[config.mk]
export PLATFORM = sky130hd
export DESIGN_NAME = ddr_bank_term
export DESIGN_NICKNAME = d
export VERILOG_FILES = /design/src/ddr_term_pkg.sv /design/src/ddr_bank_term.sv /design/src/refresh_timer.sv
export SDC_FILE = /design/constraint.sdc
export NUM_CORES = 1
export LEC_CHECK = 0
export BUFFER_PORTS_ARGS = -buffer_cell sky130_fd_sc_hd__buf_2
export CAP_MARGIN = 10
export CORE_ASPECT_RATIO = 0.75
export CORE_MARGIN = 2
export CORE_UTILIZATION = 51
export CTS_BUF_LIST = sky130_fd_sc_hd__clkbuf_16
export DETAILED_ROUTE_END_ITERATION = 10
export MAX_ROUTING_LAYER = met4
export PLACE_DENSITY = 0.74
export SYNTH_ARGS = -nofsm -noshare
export SYNTH_HDL_FRONTEND = slang
export SYNTH_SLANG_ARGS = --single-unit
[constraint.sdc]
create_clock -name i_sys_clk -period 3.6 [get_ports i_sys_clk]
set_input_delay 0.18 -clock i_sys_clk [delete_from_list [all_inputs] [get_ports i_sys_clk]]
set_output_delay 0.18 -clock i_sys_clk [all_outputs]
set_load 0.02 [all_outputs]
[src/ddr_term_pkg.sv]
/*
  Shared constants for the bank boundary, termination select and refresh
  logic of the DDR controller: register byte addresses, field layout,
  reset values and bus response codes.
  Assumes a 32-bit AXI4-Lite register bus with word-aligned registers.
*/
package ddr_term_pkg;

  // register byte addresses
  localparam logic [31:0] ADDR_DDR_CONTROL   = 32'hFFFF_E500;
  localparam logic [31:0] ADDR_REFRESH_COUNT = 32'hFFFF_E504;
  localparam logic [31:0] ADDR_STATUS        = 32'hFFFF_E508;
  localparam logic [31:0] ADDR_BANK0_BOUND   = 32'hFFFF_E510;
  localparam logic [31:0] ADDR_BANK1_BOUND   = 32'hFFFF_E514;

  // boundary registers: low field 6:0 and top field 31:30 are storage
  localparam logic [31:0] BOUND_WRITE_MASK   = 32'hC000_007F;
  localparam logic [31:0] BOUND_RESET        = 32'h0000_0000;
  localparam int          BOUND_TOP_HI       = 31;
  localparam int          BOUND_TOP_LO       = 30;

  // ddr control register
  localparam int          CTRL_MEM_TYPE_BIT  = 0;
  localparam int          CTRL_WDL_HI        = 13;
  localparam int          CTRL_WDL_LO        = 12;
  localparam logic [31:0] CTRL_WRITE_MASK    = 32'h0000_3001;
  localparam logic [31:0] CTRL_RESET         = 32'h0000_0000;
  localparam logic [1:0]  WDL_DDR1_ONLY      = 2'h0;

  // refresh count register
  localparam int          REFRESH_WIDTH      = 16;
  localparam logic [15:0] REFRESH_RESET      = 16'h0000;
  localparam logic [15:0] REFRESH_333_7US8   = 16'h0500;
  localparam logic [15:0] REFRESH_333_15US6  = 16'h0A00;
  localparam logic [15:0] REFRESH_400_7US8   = 16'h0600;
  localparam logic [15:0] REFRESH_400_15US6  = 16'h0C00;

  // status register
  localparam int          STAT_SELECT_BIT    = 0;
  localparam int          STAT_REFUSED_BIT   = 1;
  localparam int          STAT_COUNT_LO      = 16;

  // bus responses
  localparam logic [1:0]  RESP_OKAY          = 2'h0;
  localparam logic [1:0]  RESP_SLVERR        = 2'h2;
  localparam logic [1:0]  RESP_DECERR        = 2'h3;

endpackage : ddr_term_pkg

[src/ddr_bank_term.sv]
/*
  Bank boundary registers, termination output select, write-latency
  field check and refresh request for a DDR controller, reached over
  AXI4-Lite. Assumes i_write_active comes from the controller's own
  write sequencer on the same clock.
*/
// Register access over AXI4-Lite was chosen for this implementation.
`timescale 1ns/100ps
`default_nettype none

module ddr_bank_term
  import ddr_term_pkg::*;
#(
  parameter int REFRESH_W = REFRESH_WIDTH
) (
  input  wire logic        i_sys_clk,
  input  wire logic        i_rst_b,
  input  wire logic        i_clk_en,
  input  wire logic        i_write_active,
  input  wire logic [31:0] i_s_axi_awaddr,
  input  wire logic        i_s_axi_awvalid,
  output logic             o_s_axi_awready,
  input  wire logic [31:0] i_s_axi_wdata,
  input  wire logic [3:0]  i_s_axi_wstrb,
  input  wire logic        i_s_axi_wvalid,
  output logic             o_s_axi_wready,
  output logic [1:0]       o_s_axi_bresp,
  output logic             o_s_axi_bvalid,
  input  wire logic        i_s_axi_bready,
  input  wire logic [31:0] i_s_axi_araddr,
  input  wire logic        i_s_axi_arvalid,
  output logic             o_s_axi_arready,
  output logic [31:0]      o_s_axi_rdata,
  output logic [1:0]       o_s_axi_rresp,
  output logic             o_s_axi_rvalid,
  input  wire logic        i_s_axi_rready,
  output logic             o_termination_out_0,
  output logic             o_termination_out_1,
  output logic             o_mem_type_ddr2,
  output logic [1:0]       o_write_data_latency_field,
  output logic             o_refresh_req
);

  function automatic logic [31:0] merge_bytes(input logic [31:0] old_val,
                                              input logic [31:0] new_val,
                                              input logic [3:0]  strb,
                                              input logic [31:0] mask);
    logic [31:0] res;
    res = old_val;
    for (int b = 0; b < 4; b++) begin
      if (strb[b])
        res[b*8 +: 8] = new_val[b*8 +: 8];
    end
    return res & mask;
  endfunction : merge_bytes

  logic [31:0]          bank0_boundary;
  logic [31:0]          bank1_boundary;
  logic [31:0]          ddr_control;
  logic [REFRESH_W-1:0] refresh_count;
  logic                 write_refused;
  logic [31:0]          aw_addr;
  logic [31:0]          w_data;
  logic [3:0]           w_strb;
  logic                 aw_held;
  logic                 w_held;
  logic                 refresh_pulse;
  logic [REFRESH_W-1:0] refresh_now;

  // write path decode
  wire aw_take   = i_s_axi_awvalid && o_s_axi_awready;
  wire w_take    = i_s_axi_wvalid && o_s_axi_wready;
  wire do_write  = aw_held && w_held && !o_s_axi_bvalid;
  wire hit_ctrl  = (aw_addr == ADDR_DDR_CONTROL);
  wire hit_rfsh  = (aw_addr == ADDR_REFRESH_COUNT);
  wire hit_stat  = (aw_addr == ADDR_STATUS);
  wire hit_b0    = (aw_addr == ADDR_BANK0_BOUND);
  wire hit_b1    = (aw_addr == ADDR_BANK1_BOUND);
  wire wr_mapped = hit_ctrl || hit_rfsh || hit_stat || hit_b0 || hit_b1;

  wire [31:0] next_ctrl  = merge_bytes(ddr_control, w_data, w_strb, CTRL_WRITE_MASK);
  wire [31:0] next_rfsh  = merge_bytes(32'(refresh_count), w_data, w_strb, 32'hFFFF_FFFF);
  wire [31:0] next_bank0 = merge_bytes(bank0_boundary, w_data, w_strb, BOUND_WRITE_MASK);
  wire [31:0] next_bank1 = merge_bytes(bank1_boundary, w_data, w_strb, BOUND_WRITE_MASK);

  wire ctrl_bad  = next_ctrl[CTRL_MEM_TYPE_BIT] &&
                   (next_ctrl[CTRL_WDL_HI:CTRL_WDL_LO] == WDL_DDR1_ONLY);
  wire refuse    = hit_ctrl && ctrl_bad;
  wire [1:0] next_bresp = !wr_mapped ? RESP_DECERR : (refuse ? RESP_SLVERR : RESP_OKAY);

  wire banks_differ = (bank0_boundary != bank1_boundary);

  // read path decode
  wire ar_take = i_s_axi_arvalid && o_s_axi_arready;
  wire [31:0] status_word = {REFRESH_W'(refresh_now), {(32-REFRESH_W-2){1'b0}},
                             write_refused, banks_differ};
  wire rd_mapped = (i_s_axi_araddr == ADDR_DDR_CONTROL) || (i_s_axi_araddr == ADDR_REFRESH_COUNT) ||
                   (i_s_axi_araddr == ADDR_STATUS) || (i_s_axi_araddr == ADDR_BANK0_BOUND) ||
                   (i_s_axi_araddr == ADDR_BANK1_BOUND);
  wire [31:0] next_rdata =
    (i_s_axi_araddr == ADDR_DDR_CONTROL)   ? ddr_control :
    (i_s_axi_araddr == ADDR_REFRESH_COUNT) ? 32'(refresh_count) :
    (i_s_axi_araddr == ADDR_STATUS)        ? status_word :
    (i_s_axi_araddr == ADDR_BANK0_BOUND)   ? bank0_boundary :
    (i_s_axi_araddr == ADDR_BANK1_BOUND)   ? bank1_boundary : 32'h0000_0000;

  // address and data may arrive in either order; each held until the write
  always_ff @(posedge i_sys_clk or negedge i_rst_b) begin
    if (!i_rst_b) begin
      aw_held         <= 1'b0;
      w_held          <= 1'b0;
      aw_addr         <= 32'h0000_0000;
      w_data          <= 32'h0000_0000;
      w_strb          <= 4'h0;
      o_s_axi_awready <= 1'b1;
      o_s_axi_wready  <= 1'b1;
    end else if (i_clk_en) begin
      if (aw_take) begin
        aw_held         <= 1'b1;
        aw_addr         <= i_s_axi_awaddr;
        o_s_axi_awready <= 1'b0;
      end
      if (w_take) begin
        w_held         <= 1'b1;
        w_data         <= i_s_axi_wdata;
        w_strb         <= i_s_axi_wstrb;
        o_s_axi_wready <= 1'b0;
      end
      if (do_write) begin
        aw_held <= 1'b0;
        w_held  <= 1'b0;
      end
      if (o_s_axi_bvalid && i_s_axi_bready) begin
        o_s_axi_awready <= 1'b1;
        o_s_axi_wready  <= 1'b1;
      end
    end
  end

  always_ff @(posedge i_sys_clk or negedge i_rst_b) begin
    if (!i_rst_b) begin
      o_s_axi_bvalid <= 1'b0;
      o_s_axi_bresp  <= RESP_OKAY;
    end else if (i_clk_en) begin
      if (do_write) begin
        o_s_axi_bvalid <= 1'b1;
        o_s_axi_bresp  <= next_bresp;
      end else if (i_s_axi_bready) begin
        o_s_axi_bvalid <= 1'b0;
      end
    end
  end

  // reserved boundary bits are never stored, so they read as zero
  always_ff @(posedge i_sys_clk or negedge i_rst_b) begin
    if (!i_rst_b) begin
      bank0_boundary <= BOUND_RESET;
      bank1_boundary <= BOUND_RESET;
      ddr_control    <= CTRL_RESET;
      refresh_count  <= REFRESH_RESET;
      write_refused  <= 1'b0;
    end else if (i_clk_en && do_write) begin
      if (hit_b0)
        bank0_boundary <= next_bank0;
      if (hit_b1)
        bank1_boundary <= next_bank1;
      if (hit_ctrl && !ctrl_bad)
        ddr_control <= next_ctrl;
      if (hit_rfsh)
        refresh_count <= next_rfsh[REFRESH_W-1:0];
      // last control write outcome, cleared by the next good one
      if (hit_ctrl)
        write_refused <= ctrl_bad;
    end
  end

  always_ff @(posedge i_sys_clk or negedge i_rst_b) begin
    if (!i_rst_b) begin
      o_s_axi_arready <= 1'b1;
      o_s_axi_rvalid  <= 1'b0;
      o_s_axi_rdata   <= 32'h0000_0000;
      o_s_axi_rresp   <= RESP_OKAY;
    end else if (i_clk_en) begin
      if (ar_take) begin
        o_s_axi_arready <= 1'b0;
        o_s_axi_rvalid  <= 1'b1;
        o_s_axi_rdata   <= next_rdata;
        o_s_axi_rresp   <= rd_mapped ? RESP_OKAY : RESP_DECERR;
      end else if (o_s_axi_rvalid && i_s_axi_rready) begin
        o_s_axi_arready <= 1'b1;
        o_s_axi_rvalid  <= 1'b0;
      end
    end
  end

  // mismatch moves termination to output 1
  always_ff @(posedge i_sys_clk or negedge i_rst_b) begin
    if (!i_rst_b) begin
      o_termination_out_0 <= 1'b0;
      o_termination_out_1 <= 1'b0;
    end else if (i_clk_en) begin
      o_termination_out_0 <= i_write_active && !banks_differ;
      o_termination_out_1 <= i_write_active && banks_differ;
    end
  end

  // control outputs held in step with the register
  always_ff @(posedge i_sys_clk or negedge i_rst_b) begin
    if (!i_rst_b) begin
      o_mem_type_ddr2            <= CTRL_RESET[CTRL_MEM_TYPE_BIT];
      o_write_data_latency_field <= CTRL_RESET[CTRL_WDL_HI:CTRL_WDL_LO];
      o_refresh_req              <= 1'b0;
    end else if (i_clk_en) begin
      o_mem_type_ddr2            <= ddr_control[CTRL_MEM_TYPE_BIT];
      o_write_data_latency_field <= ddr_control[CTRL_WDL_HI:CTRL_WDL_LO];
      o_refresh_req              <= refresh_pulse;
    end
  end

  refresh_timer #(
    .WIDTH (REFRESH_W)
  ) u_refresh_timer (
    .i_sys_clk     (i_sys_clk),
    .i_rst_b       (i_rst_b),
    .i_clk_en      (i_clk_en),
    .i_period      (refresh_count),
    .o_refresh_req (refresh_pulse),
    .o_count       (refresh_now)
  );

  property p_term_exclusive;
    @(posedge i_sys_clk) disable iff (!i_rst_b)
    !(o_termination_out_0 && o_termination_out_1);
  endproperty
  a_term_exclusive: assert property (p_term_exclusive) else $error("both terminations on");

  property p_term_on_write;
    @(posedge i_sys_clk) disable iff (!i_rst_b)
    (i_clk_en && i_write_active) |=> (o_termination_out_0 || o_termination_out_1);
  endproperty
  a_term_on_write: assert property (p_term_on_write) else $error("no termination during write");

  property p_equal_uses_out0;
    @(posedge i_sys_clk) disable iff (!i_rst_b)
    (i_clk_en && i_write_active && bank0_boundary == bank1_boundary) |=> o_termination_out_0;
  endproperty
  a_equal_uses_out0: assert property (p_equal_uses_out0) else $error("equal banks not on output 0");

  property p_top_bits_out1;
    @(posedge i_sys_clk) disable iff (!i_rst_b)
    (i_clk_en && i_write_active &&
     bank0_boundary[BOUND_TOP_HI:BOUND_TOP_LO] != bank1_boundary[BOUND_TOP_HI:BOUND_TOP_LO])
    |=> (o_termination_out_1 && !o_termination_out_0);
  endproperty
  a_top_bits_out1: assert property (p_top_bits_out1) else $error("top bit mismatch not on output 1");

  property p_latency_refused;
    @(posedge i_sys_clk) disable iff (!i_rst_b)
    (i_clk_en && do_write && refuse) |=> (o_s_axi_bvalid && o_s_axi_bresp == RESP_SLVERR &&
                                          ddr_control == $past(ddr_control));
  endproperty
  a_latency_refused: assert property (p_latency_refused) else $error("ddr-ii latency zero accepted");

  property p_latency_never_out;
    @(posedge i_sys_clk) disable iff (!i_rst_b)
    !(o_mem_type_ddr2 && o_write_data_latency_field == WDL_DDR1_ONLY);
  endproperty
  a_latency_never_out: assert property (p_latency_never_out) else $error("ddr-ii with latency zero");

endmodule : ddr_bank_term

`default_nettype wire

[src/refresh_timer.sv]
/*
  Refresh interval timer: counts memory clock cycles and pulses one
  refresh request each time the programmed count elapses.
  Assumes the count comes from a register on the same clock.
*/
`timescale 1ns/100ps
`default_nettype none

module refresh_timer
  import ddr_term_pkg::*;
#(
  parameter int WIDTH = REFRESH_WIDTH
) (
  input  wire logic             i_sys_clk,
  input  wire logic             i_rst_b,
  input  wire logic             i_clk_en,
  input  wire logic [WIDTH-1:0] i_period,
  output logic                  o_refresh_req,
  output logic      [WIDTH-1:0] o_count
);

  wire             timer_on = (i_period != '0);
  wire             expired  = (o_count == '0);
  wire [WIDTH-1:0] reload   = WIDTH'(i_period - WIDTH'(1));

  always_ff @(posedge i_sys_clk or negedge i_rst_b) begin
    if (!i_rst_b) begin
      o_count       <= '0;
      o_refresh_req <= 1'b0;
    end else if (i_clk_en) begin
      o_refresh_req <= timer_on && expired;
      if (!timer_on)
        o_count <= '0;
      else if (expired)
        o_count <= reload;
      else
        o_count <= WIDTH'(o_count - WIDTH'(1));
    end
  end

  property p_refresh_gap;
    @(posedge i_sys_clk) disable iff (!i_rst_b)
    (i_clk_en && o_refresh_req && i_period > WIDTH'(1)) |=> !o_refresh_req;
  endproperty
  a_refresh_gap: assert property (p_refresh_gap) else $error("refresh requests too close");

  property p_refresh_reload;
    @(posedge i_sys_clk) disable iff (!i_rst_b)
    (i_clk_en && timer_on && expired) |=> (o_refresh_req && o_count == $past(reload));
  endproperty
  a_refresh_reload: assert property (p_refresh_reload) else $error("refresh timer did not reload");

endmodule : refresh_timer

`default_nettype wire

==> PnR_summary.wiki <==
{| class="wikitable"
! Metric !! Value
|-
| Number of distinct library cells after synthesis || 63
|-
| Area fraction of the dominant cell type after synthesis || 52.7%
|-
| Leak || 4.57 nW
|-
| CP cell instances || nor3_2 > nand3_1 > nor2_1 > a21oi_1 > ha_1 > or3b_2 > or3_1 > or2_2 > a31o_2 > a21oi_1 > o21ai_0
|-
| Power Internal || 0.00347 W
|-
| Die width || 142 um
|-
| Tot Pwr || 0.00480 W
|-
| Synthesized netlist cell count || 623
|-
| Drt via density || 5.91
|-
| Initial Util || 52.6%
|-
| Count of final setup violators || 0
|-
| Via count of the first global-routing pass || 6,003
|-
| CP Class || reg2reg
|-
| I/O pin total || 156
|-
| Net Count, Synth || 733
|-
| Clock insertion delay at the later pin of the skew report || 430 ps
|-
| Number of synthesized flops with an enable pin || 0
|-
| Highest Clock Rate || 318 MHz
|-
| Number of clock sinks seen by CTS || 156
|-
| Diodes inserted || 0
|-
| Die Span Y || 107 um
|-
| Layout cell share with drive strength beyond 1 || 36.1%
|-
| Run status || finished clean
|-
| Power Dens Cells || 519 nW/um2
|-
| Comb power frac || 14.3%
|-
| Wire length of the first global-routing pass || 31,200 um
|-
| Count of buffer and inverter cells on the critical path || 0
|-
| Number of DRC markers in iteration 0 || 586
|-
| Most used cell, CP || sky130_fd_sc_hd__a21oi_1
|-
| Clock root buffer || sky130_fd_sc_hd__clkbuf_16
|-
| Fraction of power consumed by sequential logic || 48.8%
|-
| Highest-delay cell along the critical path || sky130_fd_sc_hd__dfrtp_1
|-
| Area growth from synthesis to layout || 27.5%
|-
| Leading area contributor after synthesis || sky130_fd_sc_hd__dfrtp_1
|-
| All-layer global routing usage || 27.5%
|-
| Pins Over Slew Limit || 0
|-
| RePlAce Congestion || 0.882
|-
| Leading register cell type out of synthesis || sky130_fd_sc_hd__dfrtp_1
|-
| Core Rows || 37
|-
| Min-delay worst type || in2reg
|-
| Largest stage delay on the critical path || 530 ps
|-
| Bufs on Longest Clock Path || 2
|-
| Worst Setup Start Kind || register
|-
| Fillers || 1,015
|-
| Sequential fraction of the synthesis area || 53.8%
|-
| Largest net degree at the start of global routing || 99
|-
| Summed instance area of the synthesized netlist || 7260 um2
|-
| Sw frac || 27.7%
|-
| Largest fanout on the critical path || 9
|-
| Number of input and output port buffers inserted || 140
|-
| Mean post-synth cell area || 11.7 um2
|-
| Count of state elements after synthesis || 156
|-
| Final sum of negative setup slack || 0 ps
|-
| Slew at the pin closest to its max-slew limit || 1120 ps
|-
| Worst-path clk slew || 70 ps
|-
| Fraction of the cycle the final worst path needs || 87.2%
|-
| Family of cells with the greatest summed delay on the critical path || simple AND/OR/NAND/NOR gates
|-
| Layout net count || 923
|-
| Number of max-cap violations || 0
|-
| Unrepaired setup endpoints after global routing || no
|-
| Power share of the clock group || 36.9%
|-
| Critical path capture point type || register
|-
| Antenna viol nets, final || 0
|-
| Fin crit period || 3140 ps
|-
| Maximum vdd drop || 398 uV
|-
| Relative max-transition margin || 25.0%
|-
| WP data required || 3910 ps
|-
| Post-Route WL || 19,300 um
|-
| Arrival time worst endpoint || 3450 ps
|-
| Min Hold Slack || 17.3 ps
|-
| Switching power || 0.00133 W
|-
| Area of the die || 15,200 um2
|-
| CTS H-tree depth || 4
|-
| Async set-reset flop share out of synthesis || 100%
|-
| WL per Instance || 19.3 um
|-
| CTS tree || yes
|-
| Core area || 13,800 um2
|-
| Count of yosys warnings during synthesis || 0
|-
| Post-DP HPWL || 13,200 um
|-
| TritonRoute pass-1 iters || 5
|-
| Top post-synthesis cells by area || sky130_fd_sc_hd__dfrtp_1 53%, sky130_fd_sc_hd__mux2_2 15%, sky130_fd_sc_hd__a22o_1 2.7%
|-
| Number of DRC violations after detailed routing || 0
|-
| Vias after detailed routing || 5,917
|-
| Layout Skew || 12.1 ps
|-
| Antenna violations before repair || 0
|-
| Final Hold Vio Count || 0
|-
| Total overflow reported by the global router || 0
|-
| Total clock buffers created by CTS || 17
|}
==> flip-flops by register name, indices dropped and copies added (netlist names), 2 cells and up <==
| register | count |
|---|---|
| w_data | 18 |
| bank0_boundary | 9 |
| u_refresh_timer.o_count | 16 |
| aw_addr | 32 |
| o_write_data_latency_field | 2 |
| o_s_axi_bresp | 2 |
| o_s_axi_rdata | 32 |
| ddr_control | 3 |
| w_strb | 3 |
| bank1_boundary | 9 |
| refresh_count | 16 |
==> layout by cell type, fill, tap and decap left out, types with 13 or more instances in the layout <==
cell type,count
sky130_fd_sc_hd__clkbuf_16,17
sky130_fd_sc_hd__a22o_1,22
sky130_fd_sc_hd__mux2i_1,13
sky130_fd_sc_hd__nor2_1,29
sky130_fd_sc_hd__mux2_2,95
sky130_fd_sc_hd__dfrtp_1,153
sky130_fd_sc_hd__o21ai_0,34
sky130_fd_sc_hd__nand3_1,16
sky130_fd_sc_hd__inv_1,15
sky130_fd_sc_hd__a21oi_1,19
sky130_fd_sc_hd__buf_2,139
sky130_fd_sc_hd__dlygate4sd3_1,53
sky130_fd_sc_hd__nand2_1,42
==> logic make-up (layout without fill, tap and decap cells) <==
| group | Yosys count | count (layout) | synth area share, % |
|---|---|---|---|
| xor+xnor | 9 | 9 | 1.09 |
| mux | 108 | 108 | 16.5 |
| compound gates | 129 | 129 | 12.6 |
| simple gates | 174 | 174 | 13.3 |
| flops | 156 | 156 | 53.8 |
| buf+inv | 46 | 249 | 2.43 |
| fa+ha+maj | 1 | 1 | 0.172 |
==> power groups by stage <==
stage | clock, W | sequential, W | combinational [W]
2_1_floorplan | 0 | 0.00229 | 0.000447
3_3_place_gp | 0 | 0.00232 | 0.000598
3_5_place_dp | 0 | 0.00236 | 0.000631
4_1_cts | 0.00179 | 0.00233 | 0.000680
5_1_grt | 0.00188 | 0.00238 | 0.000752
6_report | 0.00177 | 0.00234 | 0.000685
==> worst min-delay path: stages <==
cell,delay [ps]
sky130_fd_sc_hd__buf_2,90
sky130_fd_sc_hd__nand2_1,40
sky130_fd_sc_hd__nand2_1,50
sky130_fd_sc_hd__o21ai_0,70
==> metrics by stage <==
step | worst slack (ps) | instance area (um2) | instances | utilization [%]
2_1_floorplan | 447 | 7260 | 623 | -
3_3_place_gp | 574 | 8140 | 916 | 59.0
3_5_place_dp | 521 | 8140 | 916 | 59.0
4_1_cts | 497 | 9250 | 1001 | 67.1
5_1_grt | 207 | 9250 | 1001 | 67.1
6_report | 460 | 9250 | 1001 | 67.1
==> metal layers <==
metal | GRT usage (%) | vias to the layer above | share of wire (%)
met1 | 36.4 | 2909 | 44
met3 | 7.16 | 25 | 8.6
met5 | - | - | 0
met2 | 42.9 | 278 | 46
met4 | 6.93 | 0 | 1.3
li1 | - | 2705 | -
==> cells in the mapped netlist (all sizes together) (3+ instances only) <==
master,number
a22o,22
mux2,95
a21o,4
o2bb2ai,5
a21oi,19
nor4,13
inv,15
mux2i,13
a211oi,5
nor2,29
o41ai,4
or2,6
nand2,42
nand4,12
dfrtp,153
o31ai,4
buf,7
and3,9
xnor2,7
o22ai,3
a22oi,3
dfstp,3
o21ai,35
nor2b,5
nor3,11
or4,5
nand4b,4
or3,6
o311ai,3
nand2b,5
clkbuf,24
nand3,16
a31oi,9
==> worst paths after layout <==
path                                            startpoint                           to  slack (ps)  depth (start not counted)
worst max-delay path            u_refresh_timer.o_count[7]   u_refresh_timer.o_count[6]         460                         11
worst min-delay path                       i_s_axi_arvalid              o_s_axi_arready          20                          4
worst max register to register  u_refresh_timer.o_count[7]   u_refresh_timer.o_count[6]         460                         11
worst min register to register            o_s_axi_rdata[3]             o_s_axi_rdata[3]         480                          2
max in group asynchronous                          i_rst_b  u_refresh_timer.o_count[15]        2290                          3
min in group asynchronous                          i_rst_b            o_s_axi_rdata[24]         430                          2
==> area by class of cell <==
cell class	count	area [um2]	area share, %
flip-flops and latches	156	3910	42.2
multi-input cells	421	3170	34.3
repair buffers	202	1320	14.2
clock buffers	17	425	4.60
clock inverters	15	154	1.66
inverters	15	56.3	0.608
well taps	175	219	2.37
==> what timing repair did <==
action | CTS | global route
hold buffers | 53 | 0
resized for setup | 0 | 0
buffers inserted | 0 | 0
endpoints found under the hold margin | 146 | 0
No activity file was read; power rests on OpenSTA's default activity.
